<file path="config.mk">
export PLATFORM = sky130hd
export DESIGN_NAME = cafb_top
export DESIGN_NICKNAME = d
export VERILOG_FILES = /design/src/cafb_pkg.sv /design/src/cafb_match_if.sv /design/src/cafb_filter.sv /design/src/cafb_top.sv
export SDC_FILE = /design/constraint.sdc
export NUM_CORES = 2
export LEC_CHECK = 0
export CORE_MARGIN = 1.5
export CORE_UTILIZATION = 30
export CTS_CLUSTER_SIZE = 16
export DETAILED_ROUTE_END_ITERATION = 16
export DONT_BUFFER_PORTS = 1
export PLACE_DENSITY = 0.5
export SLEW_MARGIN = 40
export SYNTH_ARGS = -nofsm -noshare
export SYNTH_HDL_FRONTEND = slang
export SYNTH_HIERARCHICAL = 1
export SYNTH_SLANG_ARGS = --single-unit
export TNS_END_PERCENT = 10
</file>
<file path="constraint.sdc">
create_clock -name CLK_IN -period 4.73 [get_ports CLK_IN]
set_clock_uncertainty 0.05 [all_clocks]
set_input_delay 0.473 -clock CLK_IN [delete_from_list [all_inputs] [get_ports CLK_IN]]
set_output_delay 0.473 -clock CLK_IN [all_outputs]
set_load 0.005 [all_outputs]
</file>
<file path="src/cafb_pkg.sv">
// Shared constants and types for the CAN acceptance filter and buffering.
// Assumes one clock domain; center numbers are 0-based indices (0 = center 1).
package cafb_pkg;
   localparam int NUM_CENTERS     = 15;
   localparam int ID_W            = 29;
   localparam int STD_ID_W        = 11;
   localparam int DATA_W          = 64;
   localparam int MEDIA_W         = 16;
   localparam int FMT_W           = 8;
   localparam int IDX_W           = 4;
   localparam int ERR_W           = 8;
   localparam int MAX_DATA_BYTES  = 8;
   // Index of the special receive-only center
   localparam logic [3:0] LAST_IDX = 4'hE;
   // Center format field positions
   localparam int FMT_MEDIA_BIT   = 0;
   localparam int FMT_MASK_BIT    = 1;
   localparam int FMT_EXT_BIT     = 2;
   localparam int FMT_DIR_BIT     = 3;
   localparam int FMT_LEN_LSB     = 4;
   localparam int FMT_LEN_W       = 4;
   // Error count limits and status bit
   localparam logic [7:0] ERR_LIMIT_LO = 8'h60;
   localparam logic [7:0] ERR_LIMIT_HI = 8'h80;
   localparam int STAT_EXCEEDED_BIT    = 6;
   // Bus timing register fields
   localparam int T0_PRESC_LSB    = 0;
   localparam int T0_PRESC_W      = 6;
   localparam int T1_TIME_SEGMENT_ONE_LSB    = 0;
   localparam int T1_TIME_SEGMENT_ONE_W      = 4;
   localparam int T1_TIME_SEGMENT_TWO_LSB    = 4;
   localparam int T1_TIME_SEGMENT_TWO_W      = 3;
   localparam logic [7:0] TIMING_RESET = 8'h00;

   typedef enum logic [2:0] {
      ST_IDLE  = 3'b001,
      ST_SCAN  = 3'b010,
      ST_STORE = 3'b100
   } cafb_state_t;
endpackage : cafb_pkg

</file>
<file path="src/cafb_match_if.sv">
// Bundle between the scan controller and the identifier filter.
// Assumes both ends sit in the same clock domain.
`timescale 1ns/1ps
interface cafb_match_if;
   logic [28:0] id;
   logic        frame_ext;
   logic [15:0] media_bytes;
   logic [28:0] arb;
   logic [7:0]  fmt;
   logic        is_last;
   logic        hit;
   modport ctrl (output id, frame_ext, media_bytes, arb, fmt, is_last,
                 input hit);
   modport filt (input id, frame_ext, media_bytes, arb, fmt, is_last,
                 output hit);
endinterface : cafb_match_if

</file>
<file path="src/cafb_filter.sv">
// Combinational acceptance test of one frame against one center.
// Assumes masks are held steady by the caller during a scan.
`timescale 1ns/1ps
module cafb_filter (
   // Test operands and result
   cafb_match_if.filt           m,
   // Masks
   input  wire logic [10:0]     std_mask_in,
   input  wire logic [28:0]     ext_mask_in,
   input  wire logic [10:0]     last_std_mask_in,
   input  wire logic [28:0]     last_ext_mask_in,
   input  wire logic [15:0]     media_mask_in,
   input  wire logic [15:0]     media_arb_in
);
   logic [10:0] std_eff;
   logic [28:0] ext_eff;
   logic        id_ok;
   logic        media_ok;
   logic        ext_sel;

   always_comb begin
      ext_sel = m.fmt[cafb_pkg::FMT_EXT_BIT];
      std_eff = 11'h7FF;
      ext_eff = 29'h1FFFFFFF;
      if (m.fmt[cafb_pkg::FMT_MASK_BIT]) begin
         std_eff = std_mask_in;
         ext_eff = ext_mask_in;
         if (m.is_last) begin
            std_eff = std_mask_in & last_std_mask_in;
            ext_eff = ext_mask_in & last_ext_mask_in;
         end
      end
      // Width of compare follows the center format
      if (ext_sel)
         id_ok = (((m.id ^ m.arb) & ext_eff) == 29'h0);
      else
         id_ok = (((m.id[10:0] ^ m.arb[10:0]) & std_eff) == 11'h0);
      id_ok = id_ok && (m.frame_ext == ext_sel);
      media_ok = !m.fmt[cafb_pkg::FMT_MEDIA_BIT] ||
         (((m.media_bytes ^ media_arb_in) & media_mask_in) == 16'h0);
   end

   assign m.hit = id_ok && media_ok;
endmodule : cafb_filter

</file>
<file path="src/cafb_top.sv">
// Receive acceptance scan, center storage, overwrite handling, center-15
// double buffer, transmit reload pick, error limit alert, timing reload.
// Assumes frames arrive error-free as one-cycle strobes, spaced by at
// least 17 cycles, and all inputs synchronous to CLK_IN.
`timescale 1ns/1ps
module cafb_top (
   // Clock and reset
   input  wire logic          CLK_IN,
   input  wire logic          ARST_N_IN,
   // Received frame
   input  wire logic          FRAME_VALID_IN,
   input  wire logic [28:0]   FRAME_ID_IN,
   input  wire logic          FRAME_EXT_IN,
   input  wire logic          FRAME_RTR_IN,
   input  wire logic [63:0]   FRAME_DATA_IN,
   // Masks and media arbitration
   input  wire logic [10:0]   STD_MASK_IN,
   input  wire logic [28:0]   EXT_MASK_IN,
   input  wire logic [10:0]   LAST_STD_MASK_IN,
   input  wire logic [28:0]   LAST_EXT_MASK_IN,
   input  wire logic [15:0]   MEDIA_MASK_IN,
   input  wire logic [15:0]   MEDIA_ARB_IN,
   // Per-center configuration
   input  wire logic [14:0]   CENTER_ENABLED_IN,
   input  wire logic [434:0]  CENTER_ARB_IN,
   input  wire logic [119:0]  CENTER_FORMAT_IN,
   input  wire logic [14:0]   OVERWRITE_ENABLE_IN,
   // Software flag clears
   input  wire logic [14:0]   CLEAR_UPDATED_IN,
   input  wire logic [14:0]   CLEAR_IRQ_IN,
   input  wire logic [14:0]   CLEAR_REMOTE_IN,
   input  wire logic [14:0]   CLEAR_OVERWRITE_IN,
   // Center flags
   output logic      [14:0]   DATA_UPDATED_OUT,
   output logic      [14:0]   CENTER_IRQ_OUT,
   output logic      [14:0]   REMOTE_REQ_OUT,
   output logic      [14:0]   OVERWRITE_FLAG_OUT,
   // Center read port
   input  wire logic [3:0]    READ_INDEX_IN,
   output logic      [63:0]   READ_DATA_OUT,
   output logic      [28:0]   READ_ID_OUT,
   // Transmit side
   input  wire logic          TX_DONE_IN,
   input  wire logic [3:0]    TX_DONE_INDEX_IN,
   input  wire logic [14:0]   TX_PENDING_IN,
   input  wire logic          TX_RELOAD_IN,
   output logic               TX_LOAD_VALID_OUT,
   output logic      [3:0]    TX_LOAD_INDEX_OUT,
   // Error counters and interrupt
   input  wire logic [7:0]    TX_ERR_COUNT_IN,
   input  wire logic [7:0]    RX_ERR_COUNT_IN,
   input  wire logic          ERROR_LIMIT_SELECT_IN,
   input  wire logic          ERROR_IRQ_ENABLE_IN,
   input  wire logic          CAN_IRQ_ENABLE_IN,
   input  wire logic          GLOBAL_IRQ_ENABLE_IN,
   output logic      [7:0]    STATUS_OUT,
   output logic               ERROR_IRQ_OUT,
   // Bus timing
   input  wire logic [7:0]    TIMING_ZERO_IN,
   input  wire logic [7:0]    TIMING_ONE_IN,
   input  wire logic          SOFTWARE_INITIALIZE_IN,
   output logic      [7:0]    ENGINE_TIMING_ZERO_OUT,
   output logic      [7:0]    ENGINE_TIMING_ONE_OUT,
   output logic      [5:0]    BAUD_PRESCALER_OUT,
   output logic               TIMING_LOAD_OUT
);
   cafb_pkg::cafb_state_t state;
   logic [3:0]   scan_idx;
   logic [28:0]  f_id;
   logic         f_ext;
   logic         f_rtr;
   logic [63:0]  f_data;
   logic [63:0]  mem_data [15];
   logic [28:0]  mem_id   [15];
   logic [63:0]  buf_data;
   logic [28:0]  buf_id;
   logic         buf_rtr;
   logic         buf_full;
   logic         eligible;
   logic         mem_we;
   logic         buf_we;
   logic         ovr_set;
   logic         move;
   logic [7:0]   cur_fmt;
   logic [7:0]   limit;
   logic         next_exceeded;
   logic         exceeded;
   logic         irq_en_all;
   logic         init_q;
   logic [14:0]  next_upd;
   logic [14:0]  next_irq;
   logic [14:0]  next_rem;

   cafb_match_if m ();

   // One-hot select of a center index
   function automatic logic [14:0] sel15(input logic [3:0] idx);
      sel15 = 15'h0000;
      if (idx < 4'hF)
         sel15[idx] = 1'b1;
   endfunction : sel15

   // Zero data bytes past the center's configured length
   function automatic logic [63:0] len_mask(input logic [3:0] len);
      len_mask = 64'h0;
      for (int b = 0; b < cafb_pkg::MAX_DATA_BYTES; b++)
         if (b < int'(len))
            len_mask[b*8 +: 8] = 8'hFF;
   endfunction : len_mask

   // Lowest pending transmit center, center 15 never included
   function automatic logic [4:0] tx_pick(input logic [14:0] ready);
      tx_pick = 5'h00;
      for (int i = cafb_pkg::NUM_CENTERS - 2; i >= 0; i--)
         if (ready[i])
            tx_pick = {1'b1, 4'(i)};
   endfunction : tx_pick

   assign cur_fmt     = CENTER_FORMAT_IN[scan_idx*8 +: 8];
   assign m.id        = f_id;
   assign m.frame_ext = f_ext;
   assign m.media_bytes = f_data[15:0];
   assign m.arb       = CENTER_ARB_IN[scan_idx*29 +: 29];
   assign m.fmt       = cur_fmt;
   assign m.is_last   = (scan_idx == cafb_pkg::LAST_IDX);

   cafb_filter u_filter (
      .m                (m),
      .std_mask_in      (STD_MASK_IN),
      .ext_mask_in      (EXT_MASK_IN),
      .last_std_mask_in (LAST_STD_MASK_IN),
      .last_ext_mask_in (LAST_EXT_MASK_IN),
      .media_mask_in    (MEDIA_MASK_IN),
      .media_arb_in     (MEDIA_ARB_IN)
   );

   // Receive centers only; the last center is always receive
   assign eligible = CENTER_ENABLED_IN[scan_idx] &&
      (m.is_last || !cur_fmt[cafb_pkg::FMT_DIR_BIT]);

   // Scan sequencer
   always_ff @(posedge CLK_IN or negedge ARST_N_IN) begin
      if (!ARST_N_IN) begin
         state    <= cafb_pkg::ST_IDLE;
         scan_idx <= 4'h0;
      end else begin
         case (state)
            cafb_pkg::ST_IDLE: begin
               if (FRAME_VALID_IN) begin
                  state    <= cafb_pkg::ST_SCAN;
                  scan_idx <= 4'h0;
               end
            end
            cafb_pkg::ST_SCAN: begin
               if (eligible && m.hit)
                  state <= cafb_pkg::ST_STORE;
               else if (m.is_last)
                  state <= cafb_pkg::ST_IDLE;
               else
                  scan_idx <= scan_idx + 4'h1;
            end
            cafb_pkg::ST_STORE:
               state <= cafb_pkg::ST_IDLE;
            default:
               state <= cafb_pkg::ST_IDLE;
         endcase
      end
   end

   // Frame capture
   always_ff @(posedge CLK_IN or negedge ARST_N_IN) begin
      if (!ARST_N_IN) begin
         f_id   <= 29'h0;
         f_ext  <= 1'b0;
         f_rtr  <= 1'b0;
         f_data <= 64'h0;
      end else if (state == cafb_pkg::ST_IDLE && FRAME_VALID_IN) begin
         f_id   <= FRAME_ID_IN;
         f_ext  <= FRAME_EXT_IN;
         f_rtr  <= FRAME_RTR_IN;
         f_data <= FRAME_DATA_IN;
      end
   end

   // Disposition of an accepted frame
   always_comb begin
      mem_we  = 1'b0;
      buf_we  = 1'b0;
      ovr_set = 1'b0;
      move = buf_full && !DATA_UPDATED_OUT[14] && !CENTER_IRQ_OUT[14] &&
         !REMOTE_REQ_OUT[14];
      if (state == cafb_pkg::ST_STORE) begin
         if (scan_idx != cafb_pkg::LAST_IDX) begin
            if (!DATA_UPDATED_OUT[scan_idx])
               mem_we = 1'b1;
            else if (OVERWRITE_ENABLE_IN[scan_idx]) begin
               mem_we  = 1'b1;
               ovr_set = 1'b1;
            end
         end else begin
            move = 1'b0;
            // A waiting buffered frame keeps its place ahead of this one
            if (!DATA_UPDATED_OUT[14] && !buf_full)
               mem_we = 1'b1;
            else if (!buf_full)
               buf_we = 1'b1;
            else if (OVERWRITE_ENABLE_IN[14])
               buf_we = 1'b1;
         end
      end
   end

   // Center storage and the center-15 buffer
   always_ff @(posedge CLK_IN or negedge ARST_N_IN) begin
      if (!ARST_N_IN) begin
         for (int i = 0; i < cafb_pkg::NUM_CENTERS; i++) begin
            mem_data[i] <= 64'h0;
            mem_id[i]   <= 29'h0;
         end
         buf_data <= 64'h0;
         buf_id   <= 29'h0;
         buf_rtr  <= 1'b0;
         buf_full <= 1'b0;
      end else begin
         if (mem_we) begin
            mem_data[scan_idx] <= f_data &
               len_mask(cur_fmt[cafb_pkg::FMT_LEN_LSB +: 4]);
            mem_id[scan_idx] <= f_id;
         end
         if (buf_we) begin
            buf_data <= f_data &
               len_mask(cur_fmt[cafb_pkg::FMT_LEN_LSB +: 4]);
            buf_id   <= f_id;
            buf_rtr  <= f_rtr;
            buf_full <= 1'b1;
         end else if (move) begin
            mem_data[14] <= buf_data;
            mem_id[14]   <= buf_id;
            buf_full     <= 1'b0;
         end
      end
   end

   // Center flags; a set in the same cycle beats a software clear
   always_comb begin
      next_upd = DATA_UPDATED_OUT & ~CLEAR_UPDATED_IN;
      next_irq = CENTER_IRQ_OUT & ~CLEAR_IRQ_IN;
      next_rem = REMOTE_REQ_OUT & ~CLEAR_REMOTE_IN;
      if (mem_we) begin
         next_upd = next_upd | sel15(scan_idx);
         next_irq = next_irq | sel15(scan_idx);
         if (f_rtr)
            next_rem = next_rem | sel15(scan_idx);
      end
      if (move) begin
         next_upd = next_upd | sel15(cafb_pkg::LAST_IDX);
         next_irq = next_irq | sel15(cafb_pkg::LAST_IDX);
         if (buf_rtr)
            next_rem = next_rem | sel15(cafb_pkg::LAST_IDX);
      end
      if (TX_DONE_IN && TX_DONE_INDEX_IN != cafb_pkg::LAST_IDX)
         next_irq = next_irq | sel15(TX_DONE_INDEX_IN);
   end

   always_ff @(posedge CLK_IN or negedge ARST_N_IN) begin
      if (!ARST_N_IN) begin
         DATA_UPDATED_OUT   <= 15'h0000;
         CENTER_IRQ_OUT     <= 15'h0000;
         REMOTE_REQ_OUT     <= 15'h0000;
         OVERWRITE_FLAG_OUT <= 15'h0000;
      end else begin
         DATA_UPDATED_OUT <= next_upd;
         CENTER_IRQ_OUT   <= next_irq;
         REMOTE_REQ_OUT   <= next_rem;
         OVERWRITE_FLAG_OUT <= (OVERWRITE_FLAG_OUT & ~CLEAR_OVERWRITE_IN) |
            (ovr_set ? sel15(scan_idx) : 15'h0000);
      end
   end

   // Read port
   always_ff @(posedge CLK_IN or negedge ARST_N_IN) begin
      if (!ARST_N_IN) begin
         READ_DATA_OUT <= 64'h0;
         READ_ID_OUT   <= 29'h0;
      end else if (READ_INDEX_IN < 4'hF) begin
         READ_DATA_OUT <= mem_data[READ_INDEX_IN];
         READ_ID_OUT   <= mem_id[READ_INDEX_IN];
      end else begin
         READ_DATA_OUT <= 64'h0;
         READ_ID_OUT   <= 29'h0;
      end
   end

   // Transmit buffer reload after lost arbitration or error
   logic [14:0] tx_ready;
   logic [4:0]  tx_sel;
   always_comb begin
      tx_ready = 15'h0000;
      for (int i = 0; i < cafb_pkg::NUM_CENTERS; i++)
         tx_ready[i] = CENTER_ENABLED_IN[i] && TX_PENDING_IN[i] &&
            CENTER_FORMAT_IN[i*8 + cafb_pkg::FMT_DIR_BIT];
      tx_sel = tx_pick(tx_ready);
   end

   always_ff @(posedge CLK_IN or negedge ARST_N_IN) begin
      if (!ARST_N_IN) begin
         TX_LOAD_VALID_OUT <= 1'b0;
         TX_LOAD_INDEX_OUT <= 4'h0;
      end else begin
         TX_LOAD_VALID_OUT <= TX_RELOAD_IN && tx_sel[4];
         if (TX_RELOAD_IN && tx_sel[4])
            TX_LOAD_INDEX_OUT <= tx_sel[3:0];
      end
   end

   // Error count limit and interrupt
   assign limit = ERROR_LIMIT_SELECT_IN ? cafb_pkg::ERR_LIMIT_HI
                                        : cafb_pkg::ERR_LIMIT_LO;
   assign next_exceeded = (TX_ERR_COUNT_IN > limit) ||
                          (RX_ERR_COUNT_IN > limit);
   assign irq_en_all = ERROR_IRQ_ENABLE_IN && CAN_IRQ_ENABLE_IN &&
                       GLOBAL_IRQ_ENABLE_IN;

   always_ff @(posedge CLK_IN or negedge ARST_N_IN) begin
      if (!ARST_N_IN) begin
         exceeded      <= 1'b0;
         ERROR_IRQ_OUT <= 1'b0;
      end else begin
         exceeded <= next_exceeded;
         ERROR_IRQ_OUT <= irq_en_all && (exceeded != next_exceeded) &&
            (next_exceeded || ERROR_LIMIT_SELECT_IN);
      end
   end

   always_comb begin
      STATUS_OUT = 8'h00;
      STATUS_OUT[cafb_pkg::STAT_EXCEEDED_BIT] = exceeded;
   end

   // Bus timing copy on falling initialize bit
   always_ff @(posedge CLK_IN or negedge ARST_N_IN) begin
      if (!ARST_N_IN) begin
         init_q                 <= 1'b1;
         TIMING_LOAD_OUT        <= 1'b0;
         ENGINE_TIMING_ZERO_OUT <= cafb_pkg::TIMING_RESET;
         ENGINE_TIMING_ONE_OUT  <= cafb_pkg::TIMING_RESET;
      end else begin
         init_q          <= SOFTWARE_INITIALIZE_IN;
         TIMING_LOAD_OUT <= init_q && !SOFTWARE_INITIALIZE_IN;
         if (init_q && !SOFTWARE_INITIALIZE_IN) begin
            ENGINE_TIMING_ZERO_OUT <= TIMING_ZERO_IN;
            ENGINE_TIMING_ONE_OUT  <= TIMING_ONE_IN;
         end
      end
   end

   assign BAUD_PRESCALER_OUT =
      ENGINE_TIMING_ZERO_OUT[cafb_pkg::T0_PRESC_LSB +: 6];

   // Checks
   property p_scan_done;
      @(posedge CLK_IN) disable iff (!ARST_N_IN)
      (state == cafb_pkg::ST_IDLE && FRAME_VALID_IN) |=>
         ##[1:16] (state == cafb_pkg::ST_IDLE);
   endproperty
   a_scan_done: assert property (p_scan_done)
      else $error("frame scan did not finish in 16 cycles");

   property p_drop_unread;
      @(posedge CLK_IN) disable iff (!ARST_N_IN)
      (state == cafb_pkg::ST_STORE && scan_idx != cafb_pkg::LAST_IDX &&
       DATA_UPDATED_OUT[scan_idx] && !OVERWRITE_ENABLE_IN[scan_idx])
         |-> !mem_we;
   endproperty
   a_drop_unread: assert property (p_drop_unread)
      else $error("unread center was overwritten");

   property p_overwrite;
      @(posedge CLK_IN) disable iff (!ARST_N_IN)
      (state == cafb_pkg::ST_STORE && scan_idx != cafb_pkg::LAST_IDX &&
       DATA_UPDATED_OUT[scan_idx] && OVERWRITE_ENABLE_IN[scan_idx])
         |-> mem_we ##1 OVERWRITE_FLAG_OUT[scan_idx];
   endproperty
   a_overwrite: assert property (p_overwrite)
      else $error("overwrite did not store or flag");

   property p_second_frame;
      @(posedge CLK_IN) disable iff (!ARST_N_IN)
      (state == cafb_pkg::ST_STORE && scan_idx == cafb_pkg::LAST_IDX &&
       DATA_UPDATED_OUT[14] && !buf_full) |-> !mem_we ##1 buf_full;
   endproperty
   a_second_frame: assert property (p_second_frame)
      else $error("second frame not buffered");

   property p_third_frame;
      @(posedge CLK_IN) disable iff (!ARST_N_IN)
      (state == cafb_pkg::ST_STORE && scan_idx == cafb_pkg::LAST_IDX &&
       DATA_UPDATED_OUT[14] && buf_full) |->
         !mem_we && (buf_we == OVERWRITE_ENABLE_IN[14]);
   endproperty
   a_third_frame: assert property (p_third_frame)
      else $error("third frame handled wrongly");

   property p_buffer_move;
      @(posedge CLK_IN) disable iff (!ARST_N_IN)
      (buf_full && !DATA_UPDATED_OUT[14] && !CENTER_IRQ_OUT[14] &&
       !REMOTE_REQ_OUT[14] && state != cafb_pkg::ST_STORE)
         |=> DATA_UPDATED_OUT[14] && !buf_full;
   endproperty
   a_buffer_move: assert property (p_buffer_move)
      else $error("buffered frame not moved in");

   property p_status_bit;
      @(posedge CLK_IN) disable iff (!ARST_N_IN)
      next_exceeded |=> STATUS_OUT[6];
   endproperty
   a_status_bit: assert property (p_status_bit)
      else $error("exceeded flag not shown");

   property p_irq_on_clear;
      @(posedge CLK_IN) disable iff (!ARST_N_IN)
      ($fell(exceeded) && $past(ERROR_LIMIT_SELECT_IN) && $past(irq_en_all))
         |-> ERROR_IRQ_OUT;
   endproperty
   a_irq_on_clear: assert property (p_irq_on_clear)
      else $error("no interrupt on flag clear");

   property p_timing_copy;
      @(posedge CLK_IN) disable iff (!ARST_N_IN)
      (init_q && !SOFTWARE_INITIALIZE_IN) |=>
         TIMING_LOAD_OUT && ENGINE_TIMING_ONE_OUT == $past(TIMING_ONE_IN);
   endproperty
   a_timing_copy: assert property (p_timing_copy)
      else $error("timing not copied on initialize fall");

   property p_no_tx_last;
      @(posedge CLK_IN) disable iff (!ARST_N_IN)
      TX_LOAD_VALID_OUT |-> TX_LOAD_INDEX_OUT != cafb_pkg::LAST_IDX;
   endproperty
   a_no_tx_last: assert property (p_no_tx_last)
      else $error("center 15 picked for transmit");
endmodule : cafb_top

</file>
# After elaboration in Yosys (flattened, before gate mapping)
# Cells that the tools add are included.
classes:
  n_addsub: 1
  multipliers: 1
  order_cmp: 20
  n_eq_ne: 12
  shifts: 2
  mux: 115
  bitwise_logic: 25
  reduce_logical: 65
op_table:
  columns: ["op", "count"]
  rows:
  - ["960-bit bitwise mux", 1]
  - ["64-bit two-way mux", 7]
  - ["435-bit bitwise mux", 1]
  - ["435-bit by 10-bit variable part select with 29-bit output", 1]
  - ["29-bit two-way mux", 9]
  - ["64-bit binary-select mux with 4-bit select", 1]
  - ["64-bit demux with 4-bit select", 1]
  - ["15-bit two-way mux", 16]
  - ["8-bit two-way mux", 25]
  - ["64-bit AND", 2]
  - ["120-bit by 8-bit variable part select with 8-bit output", 1]
  - ["29-bit binary-select mux with 4-bit select", 1]
  - ["29-bit demux with 4-bit select", 1]
  - ["15-bit OR", 5]
  - ["5-bit two-way mux", 14]
  - ["15-bit AND", 4]
  - ["15-bit inverter", 4]
  - ["29-bit AND", 2]
  - ["1-bit logical AND", 47]
  - ["29-bit logical NOT", 1]
  - ["29-bit bitwise XOR", 1]
  - ["1-bit two-way mux", 23]
  - ["11-bit AND", 2]
  - ["11-bit two-way mux", 2]
  - ["37 further kinds", 69]
totals:
  regBits: 1770
  input_bits: 917
  wordCells: 295

# Logic depth before layout (Yosys ltp)
logic_depth:
  word_depth: 17
  ltp_mapped: 19
  ltp_nobuf: 14

# Hierarchy
# The synthesis kept the hierarchy.
modules_own_cells:
  columns: ["module", "n_inst", "cells_each", "area_per_inst_um2", "seq_area_each_um2"]
  rows:
  - ["cafb_top", 1, 6653, 80993.9, 44295.0]
  - ["cafb_filter", 1, 169, 1209.9, 0.0]

# Worst setup path before layout
# Ideal clock, no wire load.
synth_path:
  kind: "flip-flop to flip-flop"
  from: "reg scan_idx[0]"
  to: "reg scan_idx[1]"
  setup_time_ps: 83
  arrival_time_ps: 4456
  required_time_ps: 4597
  setup_slack_ps: 142
  path_stages_with_launch: 18
  path_buffers: 6
  period_less_slack_ps: 4588
  path_cell_list: "dfrtp_1 buf_6 buf_2 buf_2 buf_2 buf_1 mux4_2 mux4_2 xnor2_1 o22ai_1 nor4_1 nand4_1 a22oi_2 o2111ai_1 or2_2 clkbuf_1 a21o_1 o21ai_0"
synth_between:
  elab_chain_cells: 11
synth_rtl:
  columns: ["item", "line", "source"]
  rows:
  - ["start, declared", "cafb_top.sv:68", "logic [3:0] scan_idx;"]
  - ["start signal, assigned", "cafb_top.sv:160", "scan_idx <= scan_idx + 4'h1;"]
  - ["4-bit by 5-bit multiplier with 9-bit output *", "cafb_top.sv:123", "assign m.arb = CENTER_ARB_IN[scan_idx*29 +: 29];"]
  - ["435-bit by 10-bit variable part select with 29-bit output *", "cafb_top.sv:123", null]
  - ["net m.arb[0]", "cafb_match_if.sv:8", "logic [28:0] arb;"]
  - ["29-bit bitwise XOR / 11-bit bitwise XOR (equally long branches)", "cafb_filter.sv:35, cafb_filter.sv:37", null]
  - ["29-bit AND / 11-bit AND (equally long branches)", "cafb_filter.sv:35, cafb_filter.sv:37", null]
  - ["29-bit logical NOT / 11-bit logical NOT (equally long branches)", "cafb_filter.sv:35, cafb_filter.sv:37", null]
  - ["1-bit two-way mux *", "cafb_filter.sv:34", "if (ext_sel)"]
  - ["1-bit logical AND *", "cafb_filter.sv:38", "id_ok = id_ok && (m.frame_ext == ext_sel);"]
  - ["1-bit logical AND *", "cafb_filter.sv:43", "assign m.hit = id_ok && media_ok;"]
  - ["net m.hit", "cafb_match_if.sv:11", "logic hit;"]
  - ["1-bit logical AND *", "cafb_top.sv:155", "if (eligible && m.hit)"]
  - ["2-bit != test (no line) *", null, null]
  - ["4-bit AND reduction (no line) *", null, null]
# Mark *: on every way through the listed nets, which the timed path passes. The rest lies on a longest branch. The select of a mux whose other input is x is not followed.
# A chain may end at the register's enable or synchronous reset.

# Worst setup path after layout
layout_path:
  from: "reg scan_idx[0]"
  to: "reg scan_idx[1]"
layout_between:
  elab_chain_cells: 11
layout_rtl:
  columns: ["item", "line", "source"]
  rows:
  - ["4-bit by 5-bit multiplier with 9-bit output", "cafb_top.sv:123", null]
  - ["435-bit by 10-bit variable part select with 29-bit output", "cafb_top.sv:123", null]
  - ["net m.arb[12]", "cafb_match_if.sv:8", null]
  - ["29-bit bitwise XOR", "cafb_filter.sv:35", "id_ok = (((m.id ^ m.arb) & ext_eff) == 29'h0);"]
  - ["29-bit AND", "cafb_filter.sv:35", null]
  - ["29-bit logical NOT", "cafb_filter.sv:35", null]
  - ["1-bit two-way mux", "cafb_filter.sv:34", null]
  - ["1-bit logical AND", "cafb_filter.sv:38", null]
  - ["1-bit logical AND", "cafb_filter.sv:43", null]
  - ["net m.hit", "cafb_match_if.sv:11", null]
  - ["1-bit logical AND", "cafb_top.sv:155", null]
  - ["2-bit != test (no line)", null, null]
  - ["4-bit AND reduction (no line)", null, null]
# The timed path passes the listed nets, and every way through them passes these cells. The select of a mux whose other input is x is not followed.

==> out/metrics.cfg <==
[yosys]
netlist_area_sq_um = 82200
synth_cells = 6820
avgSynthCellArea_sq_um = 12.1
yosys_warnings = 6

[floorplan]
die_h_microns = 526
start_util_pct = 30.2
core_sq_um = 272000
pin_count = 1107
std_cell_rows = 191
die_width_microns = 526
die_area_sq_um = 277000

[routing]
drt-total-wl_microns = 332000
drt_iter0_markers = 4703
via_count = 58600
dr.pass1.iters = 6
drt-wirelength-per-cell_microns = 30.8
drt_drc_violations_left = 0
ant_nets = 0
viasPerCell = 5.45

[sta]
worst_slack_ns = -0.388
fin_crit_sh_pct = 108
fmax_mhz = 195
min_period_ns = 5.12
finalHoldViolCount = 0
rsz0062_at_grt = true
slew_violations = 0
setup_viol = 7
max_slew_margin_pct = 40.1
worst_slew_pin_slew_ns = 0.893

[place]
hpwl_microns = 215000
gp_congestion = 1.49
pre_cts_slack_ns = -0.775
port_buffers = 0

[worst_setup_path]
crit_path_start_kind = flip-flop
cp-end-kind = flip-flop
crit_top_cell = buf_4
path_cells = buf_16 -> buf_12 -> buf_4 -> buf_4 -> bufbuf_16 -> mux4_2 -> mux4_2 -> xnor2_1 -> o22ai_2 -> buf_4 -> nor4_1 -> nand4_1 -> a22oi_2 -> buf_4 -> o2111ai_4 -> or2_4 -> a21o_1 -> o21ai_1
crit_family = buffers and inverters
worstPathRequired_ns = 5.43
crit_path_top_delay_cell = dfrtp_4
cp_max_fo = 16
critPathArrivalTime_ns = 5.82
crit_type = reg -> reg
slowest_delay_ns = 0.58
path_buf_inv = 7

[final_layout]
layout.nets = 7794
area_delta_synth_final_pct = 18.4
drive_gt1_share_pct = 24.0
postLayoutCoreUtil_pct = 35.8

[clocking]
cts_buffers = 204
cts_sinks = 1770
clock_path_buffers = 4
cts_tree = built
root_buffer = clkbuf_16
path_clk_slew_ns = 0.06
cts-htree-levels = 4
insertion_delay_ns = 0.87

[power]
ir_drop_mv = 0.368
power-per-cell-area_nw_per_um2 = 448
p_leak_nw = 42.1

[run_status]
violations = negative setup slack
status = finished, violations left

[flow_run]
max-cap-violations = 0

[global_routing]
track_usage_pct = 23.5
grt_overflow = 0
grt_pass1_wl_microns = 465000
antenna_found_initial = 168
grt_pass1_vias = 59900
grt_max_degree = 375

[min_path]
hold_path.class = in -> async

-- worst reg2reg max path, stage by stage (launching register included) --
cell and delay [ns]:
dfrtp_4 0.58, buf_16 0.20, buf_12 0.14, buf_4 0.16, buf_4 0.15, bufbuf_16 0.29, mux4_2 0.43, mux4_2 0.53
xnor2_1 0.22, o22ai_2 0.28, buf_4 0.25, nor4_1 0.25, nand4_1 0.20, a22oi_2 0.37, buf_4 0.20, o2111ai_4 0.10
or2_4 0.29, a21o_1 0.22, o21ai_1 0.14
-- metal layers --
layer  routed length [microns]  global-route usage [%]  vias up  share of wire (%)
li1                          -                       -    25000                  -
met1                    121000                    26.4    30500                 36
met2                    169000                    40.3     2302                 51
met3                     17300                    3.75      745                5.2
met4                     24600                    17.1       20                7.4
met5                       126                       0        -              0.038
-- repair_timing --
| item | CTS | global route |
|---|---|---|
| gates cloned | 3 | 2 |
| hold endpoints to repair | 409 | 21 |
| setup buffers | 14 | 5 |
| setup endpoints to repair | 7 | 117 |
| hold buffers | 213 | 3 |
| pin swaps | 9 | 11 |
| resized for setup | 32 | 17 |
-- cells in the final DEF, fill, tap and decap left out, types with 38 or more instances in the layout --
| cell | count |
|---|---|
| nand2_1 | 1122 |
| dlygate4sd3_1 | 211 |
| mux4_2 | 445 |
| nor2_1 | 76 |
| clkbuf_1 | 59 |
| o22ai_1 | 108 |
| diode_2 | 174 |
| clkbuf_8 | 39 |
| and2_1 | 44 |
| nand3_1 | 38 |
| buf_16 | 40 |
| clkbuf_16 | 208 |
| o211ai_1 | 84 |
| inv_1 | 71 |
| o21ai_0 | 955 |
| a22o_1 | 85 |
| a21oi_1 | 46 |
| mux2_2 | 516 |
| buf_4 | 154 |
| a31oi_1 | 39 |
| dfrtp_1 | 1761 |
| a32o_1 | 78 |
| buf_12 | 66 |
| mux2i_1 | 219 |
-- flip-flops by register name, summed over array words and instances, names as in the netlist, 29 cells and up --
| name | count |
|---|---|
| mem_id | 435 |
| READ_ID_OUT | 29 |
| READ_DATA_OUT | 64 |
| f_id | 29 |
| f_data | 64 |
| buf_data | 64 |
| buf_id | 29 |
| mem_data | 960 |
-- final cells by class --
type                            instances  area (sq um)
Fill cell                           26400        174000
Sequential cell                      1770         44300
Multi-Input combinational cell       4326         35300
Timing Repair Buffer                  489          5930
Clock buffer                          304          5910
Tap cell                             3570          4470
Clock inverter                         56           651
Antenna cell                          174           435
Inverter                               76           288
-- worst paths after layout --
path	start	endpoint	slack (ns)	cells after the start
setup / recovery	scan_idx[0]	scan_idx[1]	-0.39	18
hold / removal	ARST_N_IN	TIMING_LOAD_OUT	0.02	2
setup reg to reg	scan_idx[0]	scan_idx[1]	-0.39	18
hold reg to reg	mem_data[584]	mem_data[584]	0.42	2
max in group asynchronous	ARST_N_IN	mem_data[835]	0.52	12
min in group CLK_IN	READ_INDEX_IN[2]	READ_ID_OUT[27]	0.03	3
-- report_power, final --
group | leakage (nW) | switching, W | internal (W)
clock network | 3.19 | 0.00651 | 0.00917
logic | 14.8 | 0.00674 | 0.00397
registers | 24.1 | 0.00153 | 0.0156
-- per-stage QoR --
stage	area (sq um)	std cells	power (W)	TNS, ns	hold slack (ns)
after detailed placement	87200	9978	0.0271	-33.97	0.128
after global placement	86600	9961	0.0269	-181.96	0.128
after global routing	97200	10700	0.0452	-2.18	0.00132
final	97300	10800	0.0436	-1.96	0.0250
after CTS	96300	10600	0.0436	-2.08	0.00366
after floorplan	82200	6826	0.0224	0	0.127
No activity file was read; power rests on OpenSTA's default activity.
